$ cat src/hdl/pmt_map.vh
// Register offsets, field positions, codes and reset values of the mirror/trunk block
`ifndef PMT_MAP_VH
`define PMT_MAP_VH
`define PMT_A_MIR_SET   8'h00
`define PMT_A_MIR_DEST  8'h04
`define PMT_A_MIR_DROP  8'h08
`define PMT_A_TRK_CMD   8'h0c
`define PMT_A_TRK_MAP   8'h10
`define PMT_A_LACP_EN   8'h14
`define PMT_A_TRK_STAT  8'h18
`define PMT_A_PORT_SET  8'h1c
`define PMT_A_TRK_SET   8'h20
`define PMT_F_CLEAR     8
`define PMT_F_REMOVE    8
`define PMT_F_ATTR_FDX  2
`define PMT_DIR_NONE    2'h0
`define PMT_DIR_RX      2'h1
`define PMT_DIR_TX      2'h2
`define PMT_DIR_BOTH    2'h3
`define PMT_TRK_MIN     3'h1
`define PMT_TRK_MAX     3'h6
`define PMT_LIM_FAST    4'h4
`define PMT_LIM_GIG     4'h2
`define PMT_SPD_GIG     2'h2
`define PMT_ERR_OK      2'h0
`define PMT_ERR_BADIDX  2'h1
`define PMT_ERR_FULL    2'h2
`define PMT_ERR_REFUSE  2'h3
`define PMT_RST_DEST    3'h0
`define PMT_RST_LACP    8'h00
`endif

$ cat src/hdl/pmt_top.v
// Port mirroring and link aggregation control for an eight-port switch core
//
// Overview of operation
// - Copy rx, tx or both frames of each mirrored source per its direction.
// - A session enabled with direction zero mirrors both directions.
// - Out of reset no session exists and no copies are made.
// - Many sessions may run, all sharing one destination port.
// - A clear command ends the session of the named source port.
// - Copies are extra; normal forwarding is neither altered nor delayed.
// - Copies beyond what the destination accepts are dropped and counted.
// - Trunk indices run 1 to 6; others are refused.
// - At most four 10/100 members or two gigabit members per trunk.
// - All members of a trunk share one media type; dynamic joins are not checked for it.
// - Members must match speed, duplex, flow control, VLAN and CoS; only static adds compare attributes, dynamic joins do not.
// - STP, VLAN and IGMP settings apply to whole trunks, not single members.
// - A remove command returns a port to independent operation.
// - Per-port dynamic aggregation enable, off after reset.
// - Dynamic trunk members must run full duplex at both ends; the scan checks only the local port's duplex bit.
// - A newly negotiated trunk takes the lowest free trunk index.
// - If the partner also runs LACP the trunk activates by itself.
// - Surplus dynamic ports wait in standby until an active member fails.
// - Report source, destination and direction of each mirror session.
`timescale 1ns/1ps
`include "pmt_map.vh"

module pmt_top (
    input  wire        ref_clk_in,
    input  wire        resetn_in,
    input  wire [7:0]  reg_addr_in,
    input  wire [31:0] reg_wdata_in,
    input  wire        reg_wr_in,
    input  wire        reg_rd_in,
    output wire [31:0] reg_rdata_out,
    input  wire [7:0]  rx_frame_in,
    input  wire [7:0]  tx_frame_in,
    input  wire        dest_ready_in,
    output wire        mir_valid_out,
    output wire [2:0]  mir_src_out,
    output wire [1:0]  mir_dir_out,
    output wire [2:0]  mir_dest_out,
    input  wire [63:0] port_attr_in,
    input  wire [7:0]  link_up_in,
    input  wire [7:0]  partner_lacp_in,
    input  wire [23:0] partner_key_in,
    input  wire        fwd_req_in,
    input  wire [2:0]  fwd_trunk_in,
    input  wire [3:0]  fwd_hash_in,
    output wire        fwd_valid_out,
    output wire [2:0]  fwd_port_out,
    output wire        fwd_drop_out,
    output wire [63:0] port_set_out,
    output wire [23:0] trk_map_out,
    output wire [7:0]  active_out
);

    reg [15:0] mir_dir_r;
    reg [2:0]  dest_r;
    reg [15:0] drop_r;
    reg [1:0]  err_r;
    reg [23:0] trk_r;
    reg [7:0]  dyn_r;
    reg [7:0]  stby_r;
    reg [7:0]  lacp_r;
    reg [63:0] pset_r;
    reg [2:0]  scan_r;
    reg [31:0] rdata_r;
    reg        mir_valid_r;
    reg [2:0]  mir_src_r;
    reg [1:0]  mir_dirq_r;
    reg [2:0]  mir_dest_r;
    reg        fwd_valid_r;
    reg        fwd_drop_r;
    reg [2:0]  fwd_port_r;
    reg [7:0]  act_r;

    function [3:0] pop8;
        input [7:0] m;
        integer i;
        begin
            pop8 = 4'h0;
            for (i = 0; i < 8; i = i + 1)
                pop8 = pop8 + {3'h0, m[i]};
        end
    endfunction

    // Index of the n-th set bit, counting from bit 0
    function [2:0] nth8;
        input [7:0] m;
        input [3:0] n;
        integer i;
        reg [3:0] c;
        begin
            nth8 = 3'h0;
            c = 4'h0;
            for (i = 0; i < 8; i = i + 1) begin
                if (m[i]) begin
                    if (c == n)
                        nth8 = i[2:0];
                    c = c + 4'h1;
                end
            end
        end
    endfunction

    // Remainder by repeated subtraction; divisor is 1 to 8, never zero here
    function [3:0] mod4;
        input [3:0] h;
        input [3:0] d;
        integer i;
        begin
            mod4 = h;
            for (i = 0; i < 16; i = i + 1)
                if (mod4 >= d)
                    mod4 = mod4 - d;
        end
    endfunction

    function [4:0] first16;
        input [15:0] m;
        integer i;
        begin
            first16 = 5'h0;
            for (i = 15; i >= 0; i = i - 1)
                if (m[i])
                    first16 = {1'b1, i[3:0]};
        end
    endfunction

    function [3:0] limit;
        input [1:0] spd;
        begin
            limit = (spd == `PMT_SPD_GIG) ? `PMT_LIM_GIG : `PMT_LIM_FAST;
        end
    endfunction

    wire       wr_mset = reg_wr_in && (reg_addr_in == `PMT_A_MIR_SET);
    wire       wr_tcmd = reg_wr_in && (reg_addr_in == `PMT_A_TRK_CMD);
    wire       wr_pset = reg_wr_in && (reg_addr_in == `PMT_A_PORT_SET);
    wire       wr_tset = reg_wr_in && (reg_addr_in == `PMT_A_TRK_SET);
    wire       wr_dest = reg_wr_in && (reg_addr_in == `PMT_A_MIR_DEST);
    wire       wr_lacp = reg_wr_in && (reg_addr_in == `PMT_A_LACP_EN);
    wire [2:0] cp      = reg_wdata_in[2:0];
    wire [2:0] ct      = reg_wdata_in[6:4];
    wire [1:0] cdir    = reg_wdata_in[5:4];

    reg [7:0]  mm [0:7];
    reg [7:0]  am [0:7];
    reg [6:0]  used;
    reg [2:0]  free_t;
    reg [1:0]  add_err;
    reg [2:0]  join_t;
    reg [2:0]  tgt_t;
    reg [2:0]  sp_t;
    reg        sp_ok;
    reg        sc_leave;
    reg        sc_join;
    reg        sc_stby;
    reg        sc_prom;
    reg        sc_demote;
    reg [15:0] cand;
    reg [4:0]  pick;
    reg [15:0] rest;
    reg [7:0]  fmask;
    reg [31:0] rd_mux;
    integer    i;
    integer    q;
    integer    k;

    always @* begin
        for (i = 0; i < 8; i = i + 1) begin
            mm[i] = 8'h00;
            am[i] = 8'h00;
        end
        for (i = 0; i < 8; i = i + 1) begin
            mm[trk_r[i*3 +: 3]][i] = 1'b1;
            am[trk_r[i*3 +: 3]][i] = link_up_in[i] & ~stby_r[i];
        end
        used = 7'h00;
        for (i = 1; i < 7; i = i + 1)
            used[i] = |mm[i];
        // Walking down from the top leaves the lowest unused index
        free_t = 3'h0;
        for (i = 6; i >= 1; i = i - 1)
            if (!used[i])
                free_t = i[2:0];

        // Static add: index, member count and identical attributes
        add_err = `PMT_ERR_OK;
        if (ct < `PMT_TRK_MIN || ct > `PMT_TRK_MAX)
            add_err = `PMT_ERR_BADIDX;
        else if (dyn_r[cp])
            add_err = `PMT_ERR_REFUSE;
        else begin
            if (pop8(mm[ct] & ~(8'h01 << cp)) >= limit(port_attr_in[cp*8 +: 2]))
                add_err = `PMT_ERR_FULL;
            for (q = 0; q < 8; q = q + 1)
                if (mm[ct][q] && q != cp && port_attr_in[q*8 +: 8] != port_attr_in[cp*8 +: 8])
                    add_err = `PMT_ERR_REFUSE;
        end

        // Dynamic scan of one port per cycle
        sp_t  = trk_r[scan_r*3 +: 3];
        sp_ok = lacp_r[scan_r] & partner_lacp_in[scan_r]
              & port_attr_in[scan_r*8 + `PMT_F_ATTR_FDX];
        join_t = 3'h0;
        for (q = 0; q < 8; q = q + 1)
            if (q != scan_r && dyn_r[q] && trk_r[q*3 +: 3] != 3'h0
                && partner_key_in[q*3 +: 3] == partner_key_in[scan_r*3 +: 3])
                join_t = trk_r[q*3 +: 3];
        tgt_t     = (join_t != 3'h0) ? join_t : free_t;
        sc_leave  = dyn_r[scan_r] & ~sp_ok;
        // A port holding a static index is never taken over by the scan
        sc_join   = ~dyn_r[scan_r] & (sp_t == 3'h0) & sp_ok & (tgt_t != 3'h0);
        sc_stby   = pop8(am[tgt_t]) >= limit(port_attr_in[scan_r*8 +: 2]);
        // Promotion and demotion both run, as a returning link can overfill a trunk
        sc_prom   = dyn_r[scan_r] & sp_ok & stby_r[scan_r] & link_up_in[scan_r]
                  & (pop8(am[sp_t]) < limit(port_attr_in[scan_r*8 +: 2]));
        sc_demote = dyn_r[scan_r] & sp_ok & ~stby_r[scan_r] & link_up_in[scan_r]
                  & (pop8(am[sp_t]) > limit(port_attr_in[scan_r*8 +: 2]));

        // Mirror candidates: even bit rx, odd bit tx of each port
        for (i = 0; i < 8; i = i + 1) begin
            cand[2*i]   = rx_frame_in[i] & mir_dir_r[2*i];
            cand[2*i+1] = tx_frame_in[i] & mir_dir_r[2*i+1];
        end
        // Only the lowest candidate is copied per cycle; any others add one drop per cycle
        pick = first16(cand);
        rest = cand & ~(16'h0001 << pick[3:0]);

        // Index 0 means no trunk, so egress on it always drops
        if (fwd_trunk_in == 3'h0)
            fmask = 8'h00;
        else
            fmask = am[fwd_trunk_in] & mm[fwd_trunk_in];

        // Unmapped reads return zero rather than a stale register
        case (reg_addr_in)
            `PMT_A_MIR_SET:  rd_mux = {16'h0000, mir_dir_r};
            `PMT_A_MIR_DEST: rd_mux = {29'h0, dest_r};
            `PMT_A_MIR_DROP: rd_mux = {16'h0000, drop_r};
            `PMT_A_TRK_CMD:  rd_mux = {30'h0, err_r};
            `PMT_A_TRK_MAP:  rd_mux = {8'h00, trk_r};
            `PMT_A_LACP_EN:  rd_mux = {24'h000000, lacp_r};
            `PMT_A_TRK_STAT: rd_mux = {8'h00, dyn_r, stby_r, act_r};
            default:         rd_mux = 32'h00000000;
        endcase
    end

    always @(posedge ref_clk_in or negedge resetn_in) begin
        if (!resetn_in) begin
            mir_dir_r   <= 16'h0000;
            dest_r      <= `PMT_RST_DEST;
            drop_r      <= 16'h0000;
            err_r       <= `PMT_ERR_OK;
            rdata_r     <= 32'h00000000;
            mir_valid_r <= 1'b0;
            mir_src_r   <= 3'h0;
            mir_dirq_r  <= `PMT_DIR_NONE;
            mir_dest_r  <= `PMT_RST_DEST;
        end else begin
            // Read data stands for one cycle and is zero otherwise
            rdata_r <= reg_rd_in ? rd_mux : 32'h00000000;
            if (wr_mset) begin
                if (reg_wdata_in[`PMT_F_CLEAR])
                    mir_dir_r[cp*2 +: 2] <= `PMT_DIR_NONE;
                else if (cdir == `PMT_DIR_NONE)
                    mir_dir_r[cp*2 +: 2] <= `PMT_DIR_BOTH;
                else
                    mir_dir_r[cp*2 +: 2] <= cdir;
            end
            // One destination register serves every session
            if (wr_dest)
                dest_r <= reg_wdata_in[2:0];
            // Copies only observe frame events, so forwarding never waits on them
            mir_valid_r <= pick[4] & dest_ready_in;
            mir_src_r   <= pick[3:1];
            mir_dirq_r  <= pick[0] ? `PMT_DIR_TX : `PMT_DIR_RX;
            mir_dest_r  <= dest_r;
            // Saturating so that a long overload does not wrap to a small count
            if (((pick[4] && !dest_ready_in) || (|rest)) && drop_r != 16'hffff)
                drop_r <= drop_r + 16'h0001;
            // Every trunk, port-set and trunk-set command leaves its own outcome for software to read back
            if (wr_tcmd)
                err_r <= reg_wdata_in[`PMT_F_REMOVE] ? `PMT_ERR_OK : add_err;
            else if (wr_pset)
                err_r <= (trk_r[cp*3 +: 3] != 3'h0) ? `PMT_ERR_REFUSE : `PMT_ERR_OK;
            else if (wr_tset && (cp < `PMT_TRK_MIN || cp > `PMT_TRK_MAX))
                err_r <= `PMT_ERR_BADIDX;
            else if (wr_tset)
                err_r <= `PMT_ERR_OK;
        end
    end

    always @(posedge ref_clk_in or negedge resetn_in) begin
        if (!resetn_in) begin
            trk_r  <= 24'h000000;
            dyn_r  <= 8'h00;
            stby_r <= 8'h00;
            // Negotiation stays off until software enables it port by port
            lacp_r <= `PMT_RST_LACP;
            pset_r <= 64'h0000000000000000;
            scan_r <= 3'h0;
            act_r  <= 8'h00;
        end else begin
            scan_r <= scan_r + 3'h1;
            // Default first, then every trunk member overrides its own bit
            act_r  <= link_up_in & ~stby_r & dyn_r;
            for (k = 0; k < 8; k = k + 1)
                if (trk_r[k*3 +: 3] != 3'h0)
                    act_r[k] <= link_up_in[k] & ~stby_r[k];
            if (wr_lacp)
                lacp_r <= reg_wdata_in[7:0];
            if (wr_pset && trk_r[cp*3 +: 3] == 3'h0)
                pset_r[cp*8 +: 8] <= reg_wdata_in[15:8];
            if (wr_tset && cp >= `PMT_TRK_MIN && cp <= `PMT_TRK_MAX) begin
                for (k = 0; k < 8; k = k + 1)
                    if (trk_r[k*3 +: 3] == cp)
                        pset_r[k*8 +: 8] <= reg_wdata_in[15:8];
            end
            // A register command owns the membership state in its cycle
            if (wr_tcmd) begin
                if (reg_wdata_in[`PMT_F_REMOVE]) begin
                    // Its negotiation enable goes too, so the scan cannot pull it back
                    trk_r[cp*3 +: 3] <= 3'h0;
                    dyn_r[cp]        <= 1'b0;
                    stby_r[cp]       <= 1'b0;
                    lacp_r[cp]       <= 1'b0;
                end else if (add_err == `PMT_ERR_OK) begin
                    trk_r[cp*3 +: 3] <= ct;
                end
            end else if (sc_leave) begin
                trk_r[scan_r*3 +: 3] <= 3'h0;
                dyn_r[scan_r]        <= 1'b0;
                stby_r[scan_r]       <= 1'b0;
            end else if (sc_join) begin
                trk_r[scan_r*3 +: 3] <= tgt_t;
                dyn_r[scan_r]        <= 1'b1;
                stby_r[scan_r]       <= sc_stby;
            end else if (sc_prom) begin
                stby_r[scan_r] <= 1'b0;
            end else if (sc_demote) begin
                stby_r[scan_r] <= 1'b1;
            end
        end
    end

    always @(posedge ref_clk_in or negedge resetn_in) begin
        if (!resetn_in) begin
            fwd_valid_r <= 1'b0;
            fwd_drop_r  <= 1'b0;
            fwd_port_r  <= 3'h0;
        end else begin
            fwd_valid_r <= fwd_req_in && (fmask != 8'h00);
            fwd_drop_r  <= fwd_req_in && (fmask == 8'h00);
            // Hash spreads flows over live members only
            // An empty mask divides by one so the remainder stays defined
            fwd_port_r  <= nth8(fmask, mod4(fwd_hash_in, pop8(fmask) | {3'h0, ~|fmask}));
        end
    end

    assign reg_rdata_out = rdata_r;
    assign mir_valid_out = mir_valid_r;
    assign mir_src_out   = mir_src_r;
    assign mir_dir_out   = mir_dirq_r;
    assign mir_dest_out  = mir_dest_r;
    assign fwd_valid_out = fwd_valid_r;
    assign fwd_port_out  = fwd_port_r;
    assign fwd_drop_out  = fwd_drop_r;
    assign port_set_out  = pset_r;
    assign trk_map_out   = trk_r;
    assign active_out    = act_r;

endmodule

$ cat config.mk
export PLATFORM = sky130hd
export DESIGN_NAME = pmt_top
export DESIGN_NICKNAME = d
export VERILOG_FILES = /design/src/hdl/pmt_top.v
export VERILOG_INCLUDE_DIRS = /design/src /design/src/hdl
export SDC_FILE = /design/constraint.sdc
export NUM_CORES = 1
export LEC_CHECK = 0
export BUFFER_PORTS_ARGS = -buffer_cell sky130_fd_sc_hd__buf_4
export CAP_MARGIN = 20
export CORE_MARGIN = 2
export CORE_UTILIZATION = 45
export CTS_CLUSTER_SIZE = 10
export DETAILED_ROUTE_END_ITERATION = 8
export PLACE_DENSITY_LB_ADDON = 0.08
export SLEW_MARGIN = 20
export SYNTH_ARGS = -nofsm -noshare
export SYNTH_HDL_FRONTEND = slang
export SYNTH_SLANG_ARGS = --single-unit
$ cat constraint.sdc
create_clock -name ref_clk_in -period 42.2 [get_ports ref_clk_in]
set_input_delay 2.11 -clock ref_clk_in [delete_from_list [all_inputs] [get_ports ref_clk_in]]
set_output_delay 2.11 -clock ref_clk_in [all_outputs]
set_load 0.01 [all_outputs]
After elaboration in Yosys (flattened, before gate mapping)
Index checks and enable logic that the tools add are counted.
{"block": "classes", "reduce_logical": 104, "shifts": 20, "n_eq_ne": 58, "n_mul": 2, "bitwise": 87, "n_mux": 194, "add_sub_neg": 57, "n_lt_le_gt_ge": 51}
{"cell": "bitwise mux 64 bit", "count": 8}
{"cell": "OR 64 bit", "count": 7}
{"cell": "2-to-1 mux 8 bit", "count": 33}
{"cell": "demux 8 bit (select 3 bit)", "count": 8}
{"cell": "case mux 24 bit (7 select lines)", "count": 1}
{"cell": "2-to-1 mux 64 bit", "count": 2}
{"cell": "indexed part select 64 x 7 -> 2 bit", "count": 2}
{"cell": "binary-select mux 8 bit (select 3 bit)", "count": 5}
{"cell": "2-to-1 mux 24 bit", "count": 5}
{"cell": "bitwise mux 24 bit", "count": 4}
{"cell": "2-to-1 mux 4 bit", "count": 23}
{"cell": "2-to-1 mux 3 bit", "count": 30}
{"cell": "2-to-1 mux 5 bit", "count": 17}
{"cell": "bitwise AND 8 bit", "count": 9}
{"cell": "indexed part select 24 x 6 -> 3 bit", "count": 3}
{"cell": "greater-or-equal comparator 4 bit", "count": 17}
{"cell": "negator 5 -> 34 bit", "count": 2}
{"cell": "variable shift 3 x 34 -> 24 bit (first input constant)", "count": 2}
{"cell": "indexed part select 2 x 34 -> 16 bit (first input constant)", "count": 2}
{"cell": "indexed part select 3 x 34 -> 24 bit", "count": 2}
{"cell": "indexed part select 3 x 34 -> 24 bit (first input constant)", "count": 2}
{"cell": "adder 4 x 1 -> 4 bit", "count": 16}
{"cell": "bitwise AND 64 bit", "count": 1}
{"cell": "logical AND 1 bit", "count": 64}
{"cell": "74 further kinds", "count": 308}
{"block": "word_totals", "word_cells": 592, "in_bits": 173, "register_bits": 206, "output_inout_bits": 142}

Depth between registers and ports, before layout
{"block": "depth", "word_depth": 73, "depth_mapped": 146, "mapped_depth_nobuf": 142}

Worst setup path after synthesis
No wires, ideal clock.
{"block": "synth_path", "path_type": "input-to-reg", "start": "input port fwd_trunk_in[2]", "end": "register fwd_port_r[1] (netlist: fwd_port_out[1])", "required_time_ps": 42074, "cell_stages": 129, "t_arrival_ps": 32282, "setup_ps": 126, "slack_ps": 9792, "path_buffers": 5, "path_cell_list": "clkbuf_1 clkbuf_1 a21oi_1 nor3_1 a31oi_1 or3_1 fa_1 inv_1 fa_1 inv_1 fa_1 inv_1 ha_1 inv_1 fa_1 ha_1 nand2_1 nand2_1 (+93 left out) a221oi_1 mux2_4 ha_1 inv_1 fa_1 a21oi_1 nor2b_1 o21ai_0 nor2_1 nor2_1 mux2i_1 o21a_1 xnor3_1 xnor2_1 xnor2_1 a311oi_1 nor3_1 a311o_1"}
{"block": "synth_between", "elab_chain_len": 59, "elab_cells_between_ends": 99, "classes_between": "29 x add/sub; 16 x order compare; 6 x eq/ne; 42 x mux; 3 x bitwise; 3 x reduce/logical"}
{"item": "from (decl)", "line_no": "pmt_top.v:46", "source": "input wire [2:0] fwd_trunk_in,"}
{"item": "inverter 3 -> 4 bit (implied by the code)", "line_no": "pmt_top.v:234", "source": "fmask = am[fwd_trunk_in] & mm[fwd_trunk_in];"}
{"item": "binary-select mux 8 bit (select 3 bit)", "line_no": "pmt_top.v:234"}
{"item": "2-to-1 mux 8 bit (implied by the code) (2 in series)", "line_no": "pmt_top.v:234"}
{"item": "bitwise AND 8 bit", "line_no": "pmt_top.v:234"}
{"item": "2-to-1 mux 8 bit *", "line_no": "pmt_top.v:231", "source": "if (fwd_trunk_in == 3'h0)"}
{"item": "adder 1 x 1 -> 2 bit", "line_no": "pmt_top.v:82", "source": "pop8 = pop8 + {3'h0, m[i]};"}
{"item": "adder 2 x 1 -> 3 bit", "line_no": "pmt_top.v:82"}
{"item": "adder 3 x 1 -> 4 bit", "line_no": "pmt_top.v:82"}
{"item": "(+42 left out)"}
{"item": "2-to-1 mux 3 bit", "line_no": "pmt_top.v:97", "source": "if (c == n)"}
{"item": "2-to-1 mux 3 bit", "line_no": "pmt_top.v:96", "source": "if (m[i]) begin"}
{"item": "2-to-1 mux 3 bit", "line_no": "pmt_top.v:97"}
{"item": "2-to-1 mux 3 bit", "line_no": "pmt_top.v:96"}
{"item": "2-to-1 mux 3 bit", "line_no": "pmt_top.v:97"}
{"item": "2-to-1 mux 3 bit", "line_no": "pmt_top.v:96"}
{"item": "2-to-1 mux 3 bit", "line_no": "pmt_top.v:97"}
{"item": "2-to-1 mux 3 bit *", "line_no": "pmt_top.v:96"}
{"item": "to (signal assigned)", "line_no": "pmt_top.v:357", "source": "fwd_port_r <= nth8(fmask, mod4(fwd_hash_in, pop8(fmask) | {3'h0, ~|fmask}));"}
{"item": "to (decl)", "line_no": "pmt_top.v:73", "source": "reg [2:0] fwd_port_r;"}
Every way passes the cells marked *; elsewhere a longest branch is shown, timed or not. The select of a mux whose other input is x is not followed.
A chain may end at the register's enable or synchronous reset.

Final worst setup path
Same ends and word-level chain as after synthesis.

==> metrics.md <==
| Metric | Value |
|---|---|
| Status | completed |
| Mapped cell area | 19700 sq um |
| CTS clock-pin slew for the worst setup and hold paths | 90 ps |
| HP Class | reg2reg |
| Cell count after synthesis | 2327 |
| IO Pins | 315 |
| Post-DRT Antenna Nets | 0 |
| Sequential Area | 4950 sq um |
| Die Ht | 213 um |
| WL final | 74.3 mm |
| Most used cell along the critical path | fa_1 |
| Area occupied by multi-input gates | 13900 sq um |
| Core area | 43200 sq um |
| Post-synthesis adder-cell area fraction | 9.34% |
| WS Path Type | in2reg |
| Clock buffer depth | 2 |
| Detailed-router iteration count before antenna repair | 6 |
| CTS Buf Count | 17 |
| Clock tree sinks | 198 |
| Fin crit share | 82.0% |
| GR Util met1 | 41.3% |
| Post-synthesis xor/xnor area fraction | 11.7% |
| CP required | 42540 ps |
| Crit path DAT | 34950 ps |
| Cell class contributing the biggest share of worst-path delay | adder cells |
| RSZ-0062 raised after global routing | false |
| CTS tree | yes |
| Drc violations | 0 |
| Clock Latency Late Sink | 470 ps |
| Global placer's final weighted congestion | 0.996 |
| Hold Buf Count CTS | 0 |
| Nets | 2853 |
| Hold path depth | 0 |
| Synth Warn # | 0 |
| Proportion of synthesized area in mux cells | 10.1% |
| Starting Density | 45.7% |
| DR vias | 19700 |
| Min cycle time layout | 34620 ps |
| Synth Area per Inst | 8.48 sq um |
| DRT iter0 DRCs | 2025 |
| Gr busiest metal | met2 |
| Post-CTS Setup Bufs | 0 |
| Row Count | 76 |
| EDFF count, synth | 0 |
| Commonest non-fill, non-tap cell in the layout | buf_4 |
| Critical-path top delay cell | a2111oi_0 |
| Fin. Hold Viols | 0 |
| Post-cts sizing count | 0 |
| CP Launch Type | input port |
| Worst reg-to-reg path cell count | 129 |
| Antenna cells | 0 |
| Final number of setup-violating endpoints | 0 |
| Number of global-route vias before repair | 19300 |
| Layout Utilization | 53.9% |
| Top cell type's share of synthesized area | 25.1% |
| Ys async rst share | 100% |
| CTS Root Cell | clkbuf_16 |
| Main synth FF type | dfrtp_1 |
| Crit. End Element | register |
| Layout fillers | 4136 |
| Die ar. | 45500 sq um |
| Worst path max stage delay | 760 ps |
| Slew HR | 23.2% |
| Ranking of synthesized cells by area | dfrtp_1, mux2_2, xnor2_1, ha_1, xor2_1 |
| Layout cells sized above 1 | 20.7% |
| Share of the yosys chip area belonging to registers | 25.1% |
| Critical path peak fanout | 32 |
| Avg WL per Cell | 23.5 um |
| Post-synth top area cell | dfrtp_1 |
| Estimated wirelength of the detail-placed design | 55.6 mm |
| Post-Synth Simple-Gate Area | 18.9% |
| Cell count along the critical path | 130 |
| F_max | 0.0289 GHz |
| Met3 usage | 6.40% |
| Remaining Overflow, GRT | 0 |
| M2 GR Usage | 52.7% |
| Largest net degree at the start of global routing | 83 |
| Vias per cell | 6.24 |
| Initial antenna violation count | 0 |
| First-pass GRT wire length | 112 mm |
| Die X | 213 um |
| Worst Skew | 24.8 ps |
| Layout area overhead | 17.9% |
| Max-cap violations | 0 |
| CTS HTree Levels | 4 |
| Commonest cells after routing, fill and taps aside | buf_4, dfrtp_1, nand2_1 |
| Pins Over Slew Limit | 0 |
| Non-Filler Instances | 3158 |
| Tot GR Track Use | 32.2% |
| Setup TNS | 0 ps |
| Placed insts | 3126 |
| Combinational family with the most area after synthesis | compound AO/OA/AOI/OAI gates |
| Yosys reg bits | 198 |
| Cell variety after synth | 95 |
| Crit path buffers/inverters | 15 |
| IO Port Bufs | 290 |
| Compound-Gate Fraction of Synth Area | 20.1% |
| Worst Tran Pin Value | 1150 ps |
layer usage:
layer | vias up | wire [um]
li1 | 8994 | -
met1 | 9503 | 30300
met2 | 974 | 33900
met3 | 229 | 6420
met4 | 0 | 3680
met5 | - | 0
worst register-to-register path: cells and delay by family (launching register included):
kind	cells	cell delay, ps
DFF	1	550
and+or+nand+nor	18	2600
muxes	13	4410
adders and majority gates	35	12520
buffers and inverters	14	1280
xor gates and xnor gates	3	810
AOI/OAI and AO/OA	46	11000
cell type report:
class	instances	area share, %
Sequential cell	198	21.3
Timing Repair Buffer	347	11.2
Multi-Input combinational cell	1900	59.9
Clock buffer	17	1.83
Tap cell	585	3.15
Clock inverter	15	1.02
Inverter	96	1.55
synth_stat cells (17+ instances only):
cell	count
a21o_1	28
a21oi_1	120
a221oi_1	18
a222oi_1	17
a22o_1	20
a22oi_1	73
a31oi_1	28
and3_1	18
buf_1	25
clkbuf_1	103
dfrtp_1	198
fa_1	32
ha_1	88
inv_1	95
mux2_2	120
mux2i_1	52
nand2_1	174
nand2b_1	28
nand3_1	50
nand3b_1	20
nand4_1	32
nor2_1	172
nor2b_1	25
nor3_1	77
nor3b_1	18
nor4_1	40
o21ai_0	122
o22ai_1	34
or3_1	28
xnor2_1	141
xor2_1	115
worst paths after layout:
check                      slack [ps]                  startpoint                           to
setup / recovery                 7580             fwd_trunk_in[2]    fwd_port_out[1]$_DFF_PN0_
hold / removal                    430       dest_r[0]$_DFFE_PN0P_    mir_dest_out[0]$_DFF_PN0_
setup reg to reg                 8940  trk_map_out[5]$_DFFE_PN0P_    fwd_port_out[1]$_DFF_PN0_
hold reg to reg                   430       dest_r[0]$_DFFE_PN0P_    mir_dest_out[0]$_DFF_PN0_
max in group asynchronous       39190                   resetn_in  reg_rdata_out[22]$_DFF_PN0_
min in group asynchronous        1670                   resetn_in   port_set_out[25]$_DFF_PN0_
metrics by stage:
step	hold WS [ps]	cell area (sq um)	setup slack, ps
detailed placement	397	22600	7430
CTS	426	23300	7760
global placement	407	22600	8110
floorplan	373	19800	9790
global route	439	23300	5530
finish	429	23300	7580
logic make-up (layout without fill, tap and decap cells):
logic type               after synthesis  in the layout
AND/OR/NAND/NOR                      737            737
AO/OA/AOI/OAI                        586            586
XOR/XNOR                             259            259
buffers and inverters                236            475
flip-flops                           198            198
multiplexers                         180            180
adder cells (fa/ha/maj)              130            130
other                                  1              8
state kept, by name, indices dropped and copies added, names as in the netlist, 8 cells and up, named ones only:
signal and cells:
port_set_out 64, reg_rdata_out 24, trk_map_out 24, drop_r 16
mir_dir_r 16, active_out 8, lacp_r 8
Power is not shown: default switching activity piles up to over one toggle a cycle in this logic, so the estimate is an artifact.
